[config.mk]
export PLATFORM = sky130hd
export DESIGN_NAME = csel_top
export DESIGN_NICKNAME = d
export VERILOG_FILES = /design/src/csel_pkg.sv /design/src/csel_mon_if.sv /design/src/csel_ost.sv /design/src/csel_clock_fail_monitor.sv /design/src/csel_top.sv
export VERILOG_INCLUDE_DIRS = /design/src
export SDC_FILE = /design/constraint.sdc
export NUM_CORES = 1
export LEC_CHECK = 0
export BUFFER_PORTS_ARGS = -buffer_cell sky130_fd_sc_hd__buf_2
export CAP_MARGIN = 30
export CORE_MARGIN = 2
export CORE_UTILIZATION = 53
export CTS_CLUSTER_DIAMETER = 30
export DETAILED_ROUTE_END_ITERATION = 8
export GPL_TIMING_DRIVEN = 0
export PLACE_DENSITY_LB_ADDON = 0.1
export RECOVER_POWER = 25
export SYNTH_ARGS = -nofsm -noshare
export SYNTH_HDL_FRONTEND = slang
export SYNTH_SLANG_ARGS = --single-unit
[constraint.sdc]
create_clock -name CLOCK -period 2.3 [get_ports CLOCK]
set_input_delay 0.345 -clock CLOCK [delete_from_list [all_inputs] [get_ports CLOCK]]
set_output_delay 0.345 -clock CLOCK [all_outputs]
set_load 0.1 [all_outputs]
[src/csel_defs.svh]
/*
  Constants of the clock source selector: register offsets, field
  positions, reset values and timing figures.
  Assumes it is included by bare name wherever a constant is needed.
*/
`ifndef CSEL_DEFS_SVH
`define CSEL_DEFS_SVH

// ----------------------------------------------------------------
// Register offsets (byte addresses, one word each)
// ----------------------------------------------------------------
`define CSEL_ADDR_W 8
`define CSEL_OFS_CTRL 8'h00
`define CSEL_OFS_STAT 8'h04
`define CSEL_OFS_IRQ_ST 8'h08
`define CSEL_OFS_IRQ_MSK 8'h0c

// ----------------------------------------------------------------
// Field positions
// ----------------------------------------------------------------
`define CSEL_CTRL_CHOICE_LSB 0
`define CSEL_CTRL_IFREQ_LSB 2
`define CSEL_CTRL_TWO_SPEED 6
`define CSEL_CTRL_CLOCK_FAIL_MONITOR_EN 7
`define CSEL_STAT_SRC_LSB 0
`define CSEL_STAT_OST_DONE 3
`define CSEL_STAT_FAIL 4
`define CSEL_STAT_MODE_LSB 5
`define CSEL_STAT_BOOTED 8
`define CSEL_IRQ_OST 0
`define CSEL_IRQ_FAIL 1
`define CSEL_IRQ_SWITCH 2

// ----------------------------------------------------------------
// Reset values
// ----------------------------------------------------------------
`define CSEL_CTRL_RST 8'hfc
`define CSEL_IRQ_MSK_RST 3'h0

// ----------------------------------------------------------------
// Timing
// ----------------------------------------------------------------
`define CSEL_CLK_PERIOD_NS 40
`define CSEL_OST_EDGES 1024
`define CSEL_CLOCK_FAIL_MONITOR_TIMEOUT_NS 100000

`endif

[src/csel_pkg.sv]
/*
  Types of the clock source selector: oscillator modes, selected
  sources, sequencer states, and mode classification helpers.
  Assumes every user names items as csel_pkg::name.
*/
`default_nettype none

package csel_pkg;

  // Non-volatile oscillator mode codes
  typedef enum logic [2:0] {
    MODE_WATCH_XTAL = 3'b000,
    MODE_MID_XTAL = 3'b001,
    MODE_HIGH_XTAL = 3'b010,
    MODE_RES_CAP = 3'b011,
    MODE_INT_OSC = 3'b100,
    MODE_EXT_LOW = 3'b101,
    MODE_EXT_MID = 3'b110,
    MODE_EXT_HIGH = 3'b111
  } csel_mode_t;

  // System clock source picked by the selector
  typedef enum logic [2:0] {
    SRC_FAST = 3'b000,
    SRC_HF = 3'b001,
    SRC_LF = 3'b010,
    SRC_PRI = 3'b011,
    SRC_SEC = 3'b100
  } csel_src_t;

  // Start-up sequencer
  typedef enum logic [1:0] {
    ST_BOOT = 2'b00,
    ST_OST_WAIT = 2'b01,
    ST_RUN = 2'b10,
    ST_SLEEP = 2'b11
  } csel_state_t;

  // Crystal or resonator modes need the start-up timer
  function automatic logic is_crystal(input csel_mode_t m);
    is_crystal = (m == MODE_WATCH_XTAL) || (m == MODE_MID_XTAL) ||
                 (m == MODE_HIGH_XTAL);
  endfunction

  // Logic-level external clock modes
  function automatic logic is_ext_clk(input csel_mode_t m);
    is_ext_clk = (m == MODE_EXT_LOW) || (m == MODE_EXT_MID) ||
                 (m == MODE_EXT_HIGH);
  endfunction

endpackage

`default_nettype wire

[src/csel_mon_if.sv]
/*
  Signals between the selector and its start-up timer and monitor.
  Assumes all ends run on the one system clock.
*/
`timescale 1ns/1ps
`default_nettype none

interface csel_mon_if;
  logic osc_edge;
  logic ost_start;
  logic ost_done;
  logic mon_en;
  logic fail;
  logic fail_clr;

  modport top (output osc_edge, output ost_start, output mon_en,
               output fail_clr, input ost_done, input fail);
  modport ost (input osc_edge, input ost_start, output ost_done);
  modport clock_fail_monitor (input osc_edge, input mon_en, input fail_clr,
                output fail);
endinterface

`default_nettype wire

[src/csel_ost.sv]
/*
  Crystal start-up timer: counts oscillator edges after a start pulse.
  Assumes osc_edge is a one-cycle pulse per filtered rising edge.
*/
`timescale 1ns/1ps
`default_nettype none
`include "csel_defs.svh"

module csel_ost #(
  parameter int unsigned EDGES = `CSEL_OST_EDGES
) (
  input wire logic clock,
  input wire logic nrst,
  csel_mon_if.ost mon
);

  localparam logic [10:0] LAST = 11'(EDGES - 1);

  logic [10:0] cnt_q;
  logic busy_q;
  logic done_q;

  // ----------------------------------------------------------------
  // Edge counter
  // ----------------------------------------------------------------
  // A new start always restarts the count from zero
  always_ff @(posedge clock or negedge nrst)
  begin
    if (!nrst)
    begin
      cnt_q <= 11'h000;
      busy_q <= 1'b0;
      done_q <= 1'b0;
    end
    else if (mon.ost_start)
    begin
      cnt_q <= 11'h000;
      busy_q <= 1'b1;
      done_q <= 1'b0;
    end
    else if (busy_q && mon.osc_edge)
    begin
      if (cnt_q == LAST)
      begin
        busy_q <= 1'b0;
        done_q <= 1'b1;
      end
      else
      begin
        cnt_q <= cnt_q + 11'h001;
      end
    end
  end

  assign mon.ost_done = done_q;

  ost_edge_count_a:
  assert property (@(posedge clock) disable iff (!nrst)
    $rose(done_q) |-> $past(mon.osc_edge) && $past(cnt_q) == LAST)
  else $error("start-up timer done without full edge count");

endmodule // csel_ost

`default_nettype wire

[src/csel_clock_fail_monitor.sv]
/*
  Fail monitor: flags loss of the primary oscillator edges.
  Assumes osc_edge pulses once per edge and mon_en is from flops.
*/
`timescale 1ns/1ps
`default_nettype none
`include "csel_defs.svh"

module csel_clock_fail_monitor #(
  parameter int unsigned TIMEOUT =
    (`CSEL_CLOCK_FAIL_MONITOR_TIMEOUT_NS + `CSEL_CLK_PERIOD_NS - 1) /
    `CSEL_CLK_PERIOD_NS
) (
  input wire logic clock,
  input wire logic nrst,
  csel_mon_if.clock_fail_monitor mon
);

  localparam logic [11:0] LIMIT = 12'(TIMEOUT - 1);

  logic [11:0] cnt_q;
  logic fail_q;

  // ----------------------------------------------------------------
  // Edge gap counter
  // ----------------------------------------------------------------
  // Saturates, so a dead source keeps the fault asserted
  always_ff @(posedge clock or negedge nrst)
  begin
    if (!nrst)
      cnt_q <= 12'h000;
    else if (!mon.mon_en || mon.osc_edge)
      cnt_q <= 12'h000;
    else if (cnt_q != LIMIT)
      cnt_q <= cnt_q + 12'h001;
  end

  // Sticky fault; detection wins over a clear in the same cycle
  always_ff @(posedge clock or negedge nrst)
  begin
    if (!nrst)
      fail_q <= 1'b0;
    else if (mon.mon_en && !mon.osc_edge && cnt_q == LIMIT)
      fail_q <= 1'b1;
    else if (mon.fail_clr)
      fail_q <= 1'b0;
  end

  assign mon.fail = fail_q;

  fail_timeout_a:
  assert property (@(posedge clock) disable iff (!nrst)
    $rose(fail_q) |-> $past(cnt_q) == LIMIT && $past(mon.mon_en))
  else $error("fault raised before the edge gap timed out");

  edge_restart_a:
  assert property (@(posedge clock) disable iff (!nrst)
    mon.mon_en && mon.osc_edge |=> cnt_q == 12'h000 && !$rose(fail_q))
  else $error("edge did not restart the gap counter");

endmodule // csel_clock_fail_monitor

`default_nettype wire

[src/csel_top.sv]
/*
  System clock source selector with APB registers, start-up
  sequencing, crystal start-up timer and fail monitor.
  Assumes the clock muxes and oscillators outside obey CLK_SEL and
  that OSC_MODE_CFG is stable from power-up.
*/
// Added by the designer: the address map and the APB slave port.
`timescale 1ns/1ps
`default_nettype none
`include "csel_defs.svh"

module csel_top (
  input wire logic CLOCK,
  input wire logic NRST,
  input wire logic PSEL,
  input wire logic PENABLE,
  input wire logic PWRITE,
  input wire logic [7:0] PADDR,
  input wire logic [31:0] PWDATA,
  output logic [31:0] PRDATA,
  output logic PREADY,
  output logic PSLVERR,
  input wire logic [2:0] OSC_MODE_CFG,
  input wire logic PRIMARY_OSC_PIN,
  input wire logic HF_READY_PIN,
  input wire logic PWRT_DONE_PIN,
  input wire logic SLEEP_REQ,
  output logic [2:0] CLK_SEL,
  output logic [3:0] INT_FREQ_SEL,
  output logic [1:0] XTAL_GAIN,
  output logic EXEC_EN,
  output logic OSC_RETURN_FREE,
  output logic IRQ
);

  // ----------------------------------------------------------------
  // Declarations
  // ----------------------------------------------------------------
  csel_mon_if mon ();

  logic [2:0] s1_q, s2_q, s3_q, filt_q;
  logic pri_prev_q;
  logic cfg_taken_q;
  csel_pkg::csel_mode_t mode_q;
  csel_pkg::csel_state_t state_q, state_d;
  csel_pkg::csel_src_t clk_sel_q, clk_sel_d, run_src;
  logic exec_q, exec_d, start_d;
  logic [7:0] ctrl_q;
  logic [2:0] irq_st_q, irq_msk_q, irq_ev;
  logic ost_prev_q, fail_prev_q;
  logic [31:0] prdata_q;
  logic pready_q, pslverr_q, irq_q;
  logic [1:0] gain_q;
  logic free_q;
  logic acc, fin, wr_ctrl, rd_irq, need_ost;
  logic [1:0] choice;
  logic [3:0] ifreq;
  logic two_speed, clock_fail_monitor_en, hf_rdy, pwrt_ok;

  assign choice = ctrl_q[`CSEL_CTRL_CHOICE_LSB +: 2];
  assign ifreq = ctrl_q[`CSEL_CTRL_IFREQ_LSB +: 4];
  assign two_speed = ctrl_q[`CSEL_CTRL_TWO_SPEED];
  assign clock_fail_monitor_en = ctrl_q[`CSEL_CTRL_CLOCK_FAIL_MONITOR_EN];
  assign hf_rdy = filt_q[1];
  assign pwrt_ok = filt_q[2];

  // Word-aligned hit on a register offset
  function automatic logic hit(input logic [7:0] a, input logic [7:0] o);
    hit = (a == o);
  endfunction

  // Internal block source for a frequency code; zero means 31 kHz
  function automatic csel_pkg::csel_src_t int_src(input logic [3:0] f);
    int_src = (f == 4'h0) ? csel_pkg::SRC_LF : csel_pkg::SRC_HF;
  endfunction

  // ----------------------------------------------------------------
  // Pin synchronisers
  // ----------------------------------------------------------------
  // Three stages; a level is taken only once stages two and three agree
  always_ff @(posedge CLOCK or negedge NRST)
  begin
    if (!NRST)
    begin
      s1_q <= 3'h0;
      s2_q <= 3'h0;
      s3_q <= 3'h0;
      filt_q <= 3'h0;
      pri_prev_q <= 1'b0;
    end
    else
    begin
      s1_q <= {PWRT_DONE_PIN, HF_READY_PIN, PRIMARY_OSC_PIN};
      s2_q <= s1_q;
      s3_q <= s2_q;
      filt_q <= (filt_q & (s2_q ^ s3_q)) | (s3_q & ~(s2_q ^ s3_q));
      pri_prev_q <= filt_q[0];
    end
  end

  // Primary pin is sampled, so sources beyond a quarter of CLOCK alias
  assign mon.osc_edge = filt_q[0] & ~pri_prev_q;

  // ----------------------------------------------------------------
  // Mode strap capture
  // ----------------------------------------------------------------
  // Caught once after reset release; later strap changes wait for reset
  always_ff @(posedge CLOCK or negedge NRST)
  begin
    if (!NRST)
    begin
      cfg_taken_q <= 1'b0;
      mode_q <= csel_pkg::MODE_INT_OSC;
    end
    else if (!cfg_taken_q)
    begin
      cfg_taken_q <= 1'b1;
      mode_q <= csel_pkg::csel_mode_t'(OSC_MODE_CFG);
    end
  end

  // Pad setup follows the captured mode
  always_ff @(posedge CLOCK or negedge NRST)
  begin
    if (!NRST)
    begin
      gain_q <= 2'h0;
      free_q <= 1'b0;
    end
    else
    begin
      unique case (mode_q)
        csel_pkg::MODE_WATCH_XTAL: gain_q <= 2'h1;
        csel_pkg::MODE_MID_XTAL: gain_q <= 2'h2;
        csel_pkg::MODE_HIGH_XTAL: gain_q <= 2'h3;
        csel_pkg::MODE_RES_CAP, csel_pkg::MODE_INT_OSC,
        csel_pkg::MODE_EXT_LOW, csel_pkg::MODE_EXT_MID,
        csel_pkg::MODE_EXT_HIGH: gain_q <= 2'h0;
      endcase
      // Return pin only needed by the crystal amplifier
      free_q <= !csel_pkg::is_crystal(mode_q);
    end
  end

  // ----------------------------------------------------------------
  // Source choice while running
  // ----------------------------------------------------------------
  always_comb
  begin
    if (choice[1])
      run_src = int_src(ifreq);
    else if (mon.fail)
      run_src = csel_pkg::SRC_HF;
    else if (choice == 2'b01)
      run_src = csel_pkg::SRC_SEC;
    else if (mode_q == csel_pkg::MODE_INT_OSC)
      run_src = int_src(ifreq);
    else
      run_src = csel_pkg::SRC_PRI;
  end

  assign need_ost = (choice == 2'b00) && csel_pkg::is_crystal(mode_q) &&
                    !mon.ost_done && !mon.fail;

  // ----------------------------------------------------------------
  // Start-up sequencer
  // ----------------------------------------------------------------
  always_comb
  begin
    state_d = state_q;
    clk_sel_d = clk_sel_q;
    exec_d = 1'b0;
    start_d = 1'b0;
    unique case (state_q)
      csel_pkg::ST_BOOT:
      begin
        clk_sel_d = csel_pkg::SRC_FAST;
        if (cfg_taken_q && hf_rdy && pwrt_ok)
          state_d = csel_pkg::ST_RUN;
      end
      csel_pkg::ST_OST_WAIT:
      begin
        // Two-speed runs code on 16 MHz while the crystal settles
        exec_d = two_speed;
        clk_sel_d = two_speed ? csel_pkg::SRC_HF : csel_pkg::SRC_PRI;
        if (mon.ost_done || choice != 2'b00)
          state_d = csel_pkg::ST_RUN;
        else if (SLEEP_REQ)
          state_d = csel_pkg::ST_SLEEP;
      end
      csel_pkg::ST_RUN:
      begin
        exec_d = !SLEEP_REQ;
        clk_sel_d = run_src;
        if (SLEEP_REQ)
          state_d = csel_pkg::ST_SLEEP;
        else if (need_ost)
        begin
          // Leaving run for the wait must not let code slip one cycle
          state_d = csel_pkg::ST_OST_WAIT;
          start_d = 1'b1;
          exec_d = two_speed;
          clk_sel_d = two_speed ? csel_pkg::SRC_HF : csel_pkg::SRC_PRI;
        end
      end
      csel_pkg::ST_SLEEP:
      begin
        if (!SLEEP_REQ)
        begin
          // Wake restarts the count for crystals only
          if (csel_pkg::is_crystal(mode_q) && choice == 2'b00 &&
              !mon.fail)
          begin
            state_d = csel_pkg::ST_OST_WAIT;
            start_d = 1'b1;
          end
          else
            state_d = csel_pkg::ST_RUN;
        end
      end
    endcase
  end

  // Every state lives in flops on CLOCK; no clock means no change
  always_ff @(posedge CLOCK or negedge NRST)
  begin
    if (!NRST)
    begin
      state_q <= csel_pkg::ST_BOOT;
      clk_sel_q <= csel_pkg::SRC_FAST;
      exec_q <= 1'b0;
    end
    else
    begin
      state_q <= state_d;
      clk_sel_q <= clk_sel_d;
      exec_q <= exec_d;
    end
  end

  assign mon.ost_start = start_d;
  assign mon.mon_en = (state_q == csel_pkg::ST_RUN) && clock_fail_monitor_en &&
                      (clk_sel_q == csel_pkg::SRC_PRI) &&
                      (mode_q != csel_pkg::MODE_INT_OSC);

  csel_ost u_ost (
    .clock(CLOCK),
    .nrst(NRST),
    .mon(mon)
  );

  csel_clock_fail_monitor u_clock_fail_monitor (
    .clock(CLOCK),
    .nrst(NRST),
    .mon(mon)
  );

  // ----------------------------------------------------------------
  // APB slave
  // ----------------------------------------------------------------
  // One wait state: PREADY rises in the second access cycle
  assign acc = PSEL && PENABLE && !pready_q;
  assign fin = PSEL && PENABLE && pready_q;
  assign wr_ctrl = fin && PWRITE && hit(PADDR, `CSEL_OFS_CTRL);
  assign rd_irq = fin && !PWRITE && hit(PADDR, `CSEL_OFS_IRQ_ST);
  assign mon.fail_clr = wr_ctrl;

  always_ff @(posedge CLOCK or negedge NRST)
  begin
    if (!NRST)
    begin
      pready_q <= 1'b0;
      pslverr_q <= 1'b0;
      prdata_q <= 32'h0000_0000;
    end
    else
    begin
      pready_q <= acc;
      if (acc)
      begin
        pslverr_q <= !(hit(PADDR, `CSEL_OFS_CTRL) ||
                       hit(PADDR, `CSEL_OFS_STAT) ||
                       hit(PADDR, `CSEL_OFS_IRQ_ST) ||
                       hit(PADDR, `CSEL_OFS_IRQ_MSK));
        if (hit(PADDR, `CSEL_OFS_CTRL))
          prdata_q <= {24'h000000, ctrl_q};
        else if (hit(PADDR, `CSEL_OFS_STAT))
          prdata_q <= {23'h000000, state_q != csel_pkg::ST_BOOT,
                       mode_q, mon.fail, mon.ost_done, clk_sel_q};
        else if (hit(PADDR, `CSEL_OFS_IRQ_ST))
          prdata_q <= {29'h00000000, irq_st_q};
        else if (hit(PADDR, `CSEL_OFS_IRQ_MSK))
          prdata_q <= {29'h00000000, irq_msk_q};
        else
          prdata_q <= 32'h0000_0000;
      end
      else
      begin
        pslverr_q <= 1'b0;
      end
    end
  end

  // Control and mask take effect at once, without a reset
  always_ff @(posedge CLOCK or negedge NRST)
  begin
    if (!NRST)
    begin
      ctrl_q <= `CSEL_CTRL_RST;
      irq_msk_q <= `CSEL_IRQ_MSK_RST;
    end
    else if (fin && PWRITE)
    begin
      if (hit(PADDR, `CSEL_OFS_CTRL))
        ctrl_q <= PWDATA[7:0];
      if (hit(PADDR, `CSEL_OFS_IRQ_MSK))
        irq_msk_q <= PWDATA[2:0];
    end
  end

  // ----------------------------------------------------------------
  // Interrupts
  // ----------------------------------------------------------------
  assign irq_ev[`CSEL_IRQ_OST] = mon.ost_done && !ost_prev_q;
  assign irq_ev[`CSEL_IRQ_FAIL] = mon.fail && !fail_prev_q;
  assign irq_ev[`CSEL_IRQ_SWITCH] = clk_sel_d != clk_sel_q;

  // Read clears; an event in the clearing cycle still lands
  always_ff @(posedge CLOCK or negedge NRST)
  begin
    if (!NRST)
    begin
      irq_st_q <= 3'h0;
      ost_prev_q <= 1'b0;
      fail_prev_q <= 1'b0;
      irq_q <= 1'b0;
    end
    else
    begin
      irq_st_q <= (rd_irq ? 3'h0 : irq_st_q) | irq_ev;
      ost_prev_q <= mon.ost_done;
      fail_prev_q <= mon.fail;
      irq_q <= |(irq_st_q & irq_msk_q);
    end
  end

  // ----------------------------------------------------------------
  // Outputs
  // ----------------------------------------------------------------
  assign PRDATA = prdata_q;
  assign PREADY = pready_q;
  assign PSLVERR = pslverr_q;
  assign CLK_SEL = clk_sel_q;
  assign INT_FREQ_SEL = ifreq;
  assign XTAL_GAIN = gain_q;
  assign EXEC_EN = exec_q;
  assign OSC_RETURN_FREE = free_q;
  assign IRQ = irq_q;

  // ----------------------------------------------------------------
  // Checks
  // ----------------------------------------------------------------
  mode_hold_a:
  assert property (@(posedge CLOCK) disable iff (!NRST)
    cfg_taken_q |=> $stable(mode_q) && cfg_taken_q)
  else $error("captured mode changed without reset");

  ext_no_timer_a:
  assert property (@(posedge CLOCK) disable iff (!NRST)
    cfg_taken_q && csel_pkg::is_ext_clk(mode_q) |-> !mon.ost_start)
  else $error("start-up timer started in external clock mode");

  boot_fast_a:
  assert property (@(posedge CLOCK) disable iff (!NRST)
    state_q == csel_pkg::ST_BOOT |=> clk_sel_q == csel_pkg::SRC_FAST
      || state_q == csel_pkg::ST_RUN)
  else $error("left fast start-up source during boot");

  int_choice_a:
  assert property (@(posedge CLOCK) disable iff (!NRST)
    state_q == csel_pkg::ST_RUN && !SLEEP_REQ && choice[1]
      |=> clk_sel_q == csel_pkg::SRC_HF || clk_sel_q == csel_pkg::SRC_LF)
  else $error("internal choice did not select internal block");

  fail_switch_a:
  assert property (@(posedge CLOCK) disable iff (!NRST)
    $rose(mon.fail) && state_q == csel_pkg::ST_RUN && !SLEEP_REQ &&
      !choice[1] |=> clk_sel_q == csel_pkg::SRC_HF)
  else $error("fault did not move clock to internal oscillator");

  timer_hold_a:
  assert property (@(posedge CLOCK) disable iff (!NRST)
    state_q == csel_pkg::ST_OST_WAIT && !two_speed |=> !exec_q)
  else $error("execution ran during crystal start-up wait");

  two_speed_a:
  assert property (@(posedge CLOCK) disable iff (!NRST)
    state_q == csel_pkg::ST_OST_WAIT && two_speed
      |=> exec_q && clk_sel_q == csel_pkg::SRC_HF)
  else $error("two-speed start-up not running on internal clock");

  sec_select_a:
  assert property (@(posedge CLOCK) disable iff (!NRST)
    state_q == csel_pkg::ST_RUN && !SLEEP_REQ && choice == 2'b01 &&
      !mon.fail |=> clk_sel_q == csel_pkg::SRC_SEC)
  else $error("secondary oscillator not selected");

  pin_free_a:
  assert property (@(posedge CLOCK) disable iff (!NRST)
    cfg_taken_q && csel_pkg::is_ext_clk(mode_q) |=> ##1 OSC_RETURN_FREE)
  else $error("return pin not freed in external clock mode");

endmodule // csel_top

`default_nettype wire

[After elaboration in Yosys (flattened, before gate mapping)]
Memory sizes are Yosys's and may differ from the RTL's. A register that Yosys moved wholly into a read port is not among the register bits.
Index checks and enable logic that the tools add are counted.
Widths: inputs -> output; s select.
Word-level totals
  output and inout port bits: 46
  word-level logic and storage cells: 159
  ROM bits: 16
  memories: 1
  register bits after elaboration: 101
  input port bits: 52
Operators by class
  bitwise logic cells: 9
  multiplexer cells: 44
  reduce and logical (&&, ||, !) cells: 57
  $add $sub $neg: 2
  equality and inequality tests: 21
Memories
  (no name shown): words 8, width 2, rd ports 1, clocked after Yosys merged registers in 1, write ports 0, RTL line csel_top.sv:132  | unique case (mode_q)
Operators by type and width (count)
  $mux 11: 3
  $mux 12: 2
  $mux 3: 8
  $logic_and 1x1->1: 21
  $mux 2: 10
  $mux 9: 2
  $eq 8x4->1 const B: 2
  $mux 1: 15
  $add 12x1->12 const B: 1
  $eq 12x12->1 const B: 1
  $logic_not 1->1: 12
  $ne 12x12->1 const B: 1
  $reduce_bool 2->1: 6
  $add 11x1->11 const B: 1
  $eq 11x10->1 const B: 1
  $and 3x3->3: 3
  $ne 3x3->1 const B: 3
  $pmux 3 s3: 1
  $eq 8x3->1 const B: 1
  $logic_not 8->1: 1
  $pmux 2 s4: 1
  $reduce_and 2->1: 4
  $logic_or 1x1->1: 7
  $eq 3x2->1 const B: 2
  17 further kinds: 24

[Logic depth before layout (Yosys ltp)]
  depth in word-level cells: 11
  mapped depth: 8
  depth with buffers taken out: 7

[By module]
From an unflattened synthesis, not the netlist that was laid out.
Unflattened totals
  cells, all modules: 366
  area total of the unflattened synthesis: 3998.8 sq um
Modules (own cells, without submodules)
  csel_top: seq. area each 1360.1 sq um, area each 2612.5 sq um, instances 1, cells each 225
  csel_clock_fail_monitor: seq. area each 325.3 sq um, area each 711.9 sq um, instances 1, cells each 73
  csel_ost: seq. area each 325.3 sq um, area each 674.4 sq um, instances 1, cells each 68

[Worst setup path after synthesis]
No wires, ideal clock.
  kind: reg-to-reg
  from: reg pready_q (netlist: PREADY)
  to: reg ctrl_q[0]
  path buffers: 1
  cell stages (with the launch flop): 5
  path slack: 0.312 ns
  period minus slack after synthesis: 1.988 ns
  data required time: 2.175 ns
  arrival: 1.863 ns
  library setup time: 0.125 ns
  cells stage by stage: dfrtp_1 -> and3_1 -> and3_1 -> buf_2 -> mux2_2
On the way
  longest elaborated chain between the ends: 3
Ends and longest elaborated chain
  start, declared: RTL line csel_top.sv:52  | logic pready_q, pslverr_q, irq_q;
  start signal, assigned: RTL line csel_top.sv:272  | pready_q <= 1'b0;
  start signal, assigned: RTL line csel_top.sv:278  | pready_q <= acc;
  $logic_and 1x1->1: RTL line csel_top.sv:263  | assign fin = PSEL && PENABLE && pready_q;
  $logic_and 1x1->1: RTL line csel_top.sv:312  | else if (fin && PWRITE)
  $reduce_and 2->1 (no source line)
  end signal, assigned: RTL line csel_top.sv:309  | ctrl_q <= `CSEL_CTRL_RST;
  end signal, assigned: RTL line csel_top.sv:315  | ctrl_q <= PWDATA[7:0];
  end, declared: RTL line csel_top.sv:48  | logic [7:0] ctrl_q;
Every way passes these cells.
A chain may end at the register's enable or synchronous reset.

[Worst setup path after layout]
  from: reg u_clock_fail_monitor.fail_q (netlist: u_clock_fail_monitor.mon.fail)
  to: reg state_q[1]
On the way
  longest elaborated chain between the ends: 5
  elaborated cells between the ends (all ways): 8
  classes of those cells: eq/ne: 1; mux: 3; reduce/logical: 4
Ends and longest elaborated chain
  start, declared: RTL line csel_clock_fail_monitor.sv:22  | logic fail_q;
  start signal, assigned: RTL line csel_clock_fail_monitor.sv:42  | fail_q <= 1'b0;
  start signal, assigned: RTL line csel_clock_fail_monitor.sv:44  | fail_q <= 1'b1;
  start signal, assigned: RTL line csel_clock_fail_monitor.sv:46  | fail_q <= 1'b0;
  $logic_not 1->1 (*): RTL line csel_top.sv:163, csel_top.sv:212
  $logic_and 1x1->1: RTL line csel_top.sv:211  | if (csel_pkg::is_crystal(mode_q) && choice == 2'b00 &&
  $mux 2: RTL line csel_top.sv:211
  $mux 2: RTL line csel_top.sv:208  | if (!SLEEP_REQ)
  $pmux 2 s4: RTL line csel_top.sv:174  | unique case (state_q)
  end signal, assigned: RTL line csel_top.sv:229  | state_q <= csel_pkg::ST_BOOT;
  end signal, assigned: RTL line csel_top.sv:235  | state_q <= state_d;
  end, declared: RTL line csel_top.sv:45  | csel_pkg::csel_state_t state_q, state_d;
Every way passes the cells marked *; elsewhere a longest branch is shown, timed or not. The select of a mux whose other input is x is not followed.

==> results.tsv <==
stage	metric	value	unit
clock_network	H-tree depth	3	
synthesis	post-synthesis sequential area ratio	52.6	%
worst_setup_path	critical path data required time	2.55	ns
synthesis	Avg Cell Area, Syn	11.0	µm²
global_routing	largest net degree at the start of global routing	49	
synthesis	Synth top cells by count	dfrtp_1, nor2_1, buf_4	
synthesis	largest family of logic cells by synthesized area	simple AND/OR/NAND/NOR gates	
clock_network	clk sinks	80	
final_layout	P&R area growth vs syn	17.9	%
clock_network	CTS root buf	clkbuf_8	
synthesis	post-synthesis mux area share	6.80	%
global_routing	vias in the first global route	2733	
synthesis	Post-Synth Adder-Cell Area	3.40	%
global_routing	GRT Util Overall	20.5	%
global_routing	first-pass GRT wire length	12.4	mm
run	max_cap viols	0	
clock_network	clk slew on worst S/H paths	0.09	ns
synthesis	Mapped Area	0.00382	mm²
synthesis	number of synthesized flops with an enable pin	0	
global_routing	Remaining Overflow, GRT	0	
detailed_routing	vias post-DR	2751	
power	Worst VDD drop	0.000371	V
floorplanning	Die Wd	89.0	µm
synthesis	Synth Flop Type	dfrtp_1	
clock_network	clock tree buffer depth	2	
synthesis	Synth Area in Simple Gates	15.1	%
worst_setup_path	R2R Setup Slk	0.15	ns
final_layout	fill count	622	
detailed_routing	via/cell ratio	5.17	
worst_setup_path	CP arrival	2.40	ns
hold_path	Hold Crit Class	input port to flip-flop	
synthesis	Yosys warning count	0	
power	Pleak	2.12	nW
synthesis	Netlist cell types	60	
detailed_routing	drt first pass iters	4	
synthesis	Post-Synthesis Cells	348	
detailed_routing	1st-iter DRT viols	104	
synthesis	Yosys top cell area share	47.8	%
sta	final hold violation count	0	
place	IO buf count	49	
synthesis	register bit count reported by yosys	80	
detailed_routing	WL/cell	13.9	µm
sta	final slew viol count	0	
sta	WHS	0.0893	ns
synthesis	Yosys top cell by area	dfrtp_1	
floorplanning	Die Height	89.0	µm
floorplanning	Core ar.	0.00691	mm²
synthesis	compound-cell area share of the yosys netlist	9.26	%
synthesis	Synth Area in XOR/XNOR	4.58	%
final_layout	Final Util	65.3	%
sta	fin crit share	93.5	%
synthesis	count leader, synth	dfrtp_1	
floorplanning	row count	30	
detailed_routing	number of antenna-violating nets in the routed design	0	
final_layout	share of layout cells above drive strength 1	28.0	%
clock_network	TritonCTS Buffers	9	
clock_network	CTS tree	built	
synthesis	top cells by area, synth	dfrtp_1, buf_4, dfstp_2, mux2_2, nor2_1	
final_layout	# diodes	0	
detailed_routing	DR DRC count	0	
power	pwr/cell area	787	mW/mm²
floorplanning	initial core utilization	55.4	%
global_routing	initial antenna violation count	0	
detailed_routing	Total Routed Length	7.38	mm
final_layout	Nets	491	
clock_network	latest clock arrival within the worst-skew pair	0.36	ns
worst_setup_path	Max FO, Critical Path	9	
sta	fmax	465	MHz
sta	Worst Tran Pin Value	0.818	ns
sta	Max-slew headroom	45.5	%
sta	final setup fails	0	
place	placer congestion estimate	0.878	
worst_setup_path	critical path class	flip-flop to flip-flop	
worst_setup_path	Setup crit start kind	flip-flop	
sta	skew final	0.00786	ns
status	status	complete, no violations	
place	DP HPWL	5.45	mm
sta	Final Critical Period	2.15	ns
floorplanning	die area	0.00791	mm²
floorplanning	Ports	98	
synthesis	async set-or-reset flop fraction in the synthesized netlist	100	%
worst_setup_path	Crit. End Element	flip-flop	
==> area by class of cell <==
cell class / count / area (µm²) / share of cell area [%]
Buffer: 37 / 249 / 5.52
Tap cell: 96 / 120 / 2.66
Inverter: 15 / 56.3 / 1.25
Clock buffer: 10 / 128 / 2.83
Multi-Input combinational cell: 237 / 1600 / 35.4
Clock inverter: 6 / 68.8 / 1.53
Timing Repair Buffer: 51 / 283 / 6.27
Sequential cell: 80 / 2010 / 44.6
==> report_power, final <==
group	internal [W]	switching, W	total [W]	leakage [nW]
registers	0.00149	0.0000742	0.00156	0.948
clock network	0.000507	0.000525	0.00103	0.0968
logic	0.000269	0.000685	0.000954	1.07
total	0.00227	0.00128	0.00355	2.12
==> what timing repair did <==
item	4_1_cts	5_1_grt
endpoints found under the hold margin	31	0
endpoints found under the setup margin	0	21
gates resized for setup	0	2
setup buffers	0	0
hold buffers	1	0
==> layout by cell type (no fill, tap or decap), types with 7 or more instances in the layout <==
cell	instances
mux2_2	15
inv_1	15
ha_1	7
dfstp_2	7
clkbuf_1	9
clkbuf_8	9
xnor2_1	7
nand3_1	17
conb_1	24
buf_4	27
buf_2	49
o21ai_0	7
nand2_1	20
xor2_1	13
nor2_1	38
dfrtp_1	73
==> routing by layer <==
layer | wire [µm] | GRT usage, % | vias to the layer above | share of wire, %
li1 | - | - | 1340 | -
met1 | 3250 | 26.0 | 1317 | 44
met2 | 3540 | 34.1 | 78 | 48
met3 | 404 | 4.25 | 16 | 5.5
met4 | 182 | 9.36 | 0 | 2.5
met5 | 0 | 0 | - | 0
==> final timing paths <==
| check | start | end | depth (start not counted) |
|---|---|---|---|
| max in group asynchronous | NRST | ctrl_q[2] | 3 |
| min in group asynchronous | NRST | XTAL_GAIN[0] | 2 |
| hold / removal | HF_READY_PIN | s1_q[1] | 1 |
| hold reg to reg | s1_q[0] | s2_q[0] | 0 |
| setup / recovery | u_clock_fail_monitor.mon.fail | state_q[1] | 6 |
| setup reg to reg | u_clock_fail_monitor.mon.fail | state_q[1] | 6 |
==> through the flow <==
stage,setup slack (ns),cells,setup TNS [ns],area [µm²],total power (W)
final,0.149,532,0,4510,0.00355
after global routing,-0.0570,532,-0.515,4510,0.00373
after CTS,0.0896,533,0,4510,0.00357
after detailed placement,-0.0186,516,-0.0336,4300,0.00254
after global placement,0.0438,515,0,4270,0.00251
after floorplan,0.312,370,0,3910,0.00234
==> flip-flops by register name, summed over array words and instances (netlist names), 2 cells and up, named ones only <==
| register | flops |
|---|---|
| ctrl_q | 8 |
| CLK_SEL | 3 |
| s3_q | 3 |
| mode_q | 3 |
| PRDATA | 9 |
| XTAL_GAIN | 2 |
| u_clock_fail_monitor.cnt_q | 12 |
| state_q | 2 |
| s1_q | 3 |
| s2_q | 3 |
| irq_msk_q | 3 |
| irq_st_q | 3 |
| u_ost.cnt_q | 11 |
==> kinds of logic (layout without fill, tap and decap cells) <==
kind of cell    count (synthesis)  in the layout
mux                            20             20
simple gates                  114            114
flops                          80             80
fa+ha+maj                      11             11
buf+inv                        53            119
xor+xnor                       20             20
compound gates                 48             48
other cells                     2             24
==> worst max-delay path: stages, from the launching register on <==
cell,delay (ns)
dfrtp_1,0.39
clkbuf_1,0.21
or4_4,0.55
o31a_1,0.25
o31a_1,0.31
a2bb2oi_1,0.15
o22a_1,0.17
Note: power is estimated with default switching activity, not from simulation.
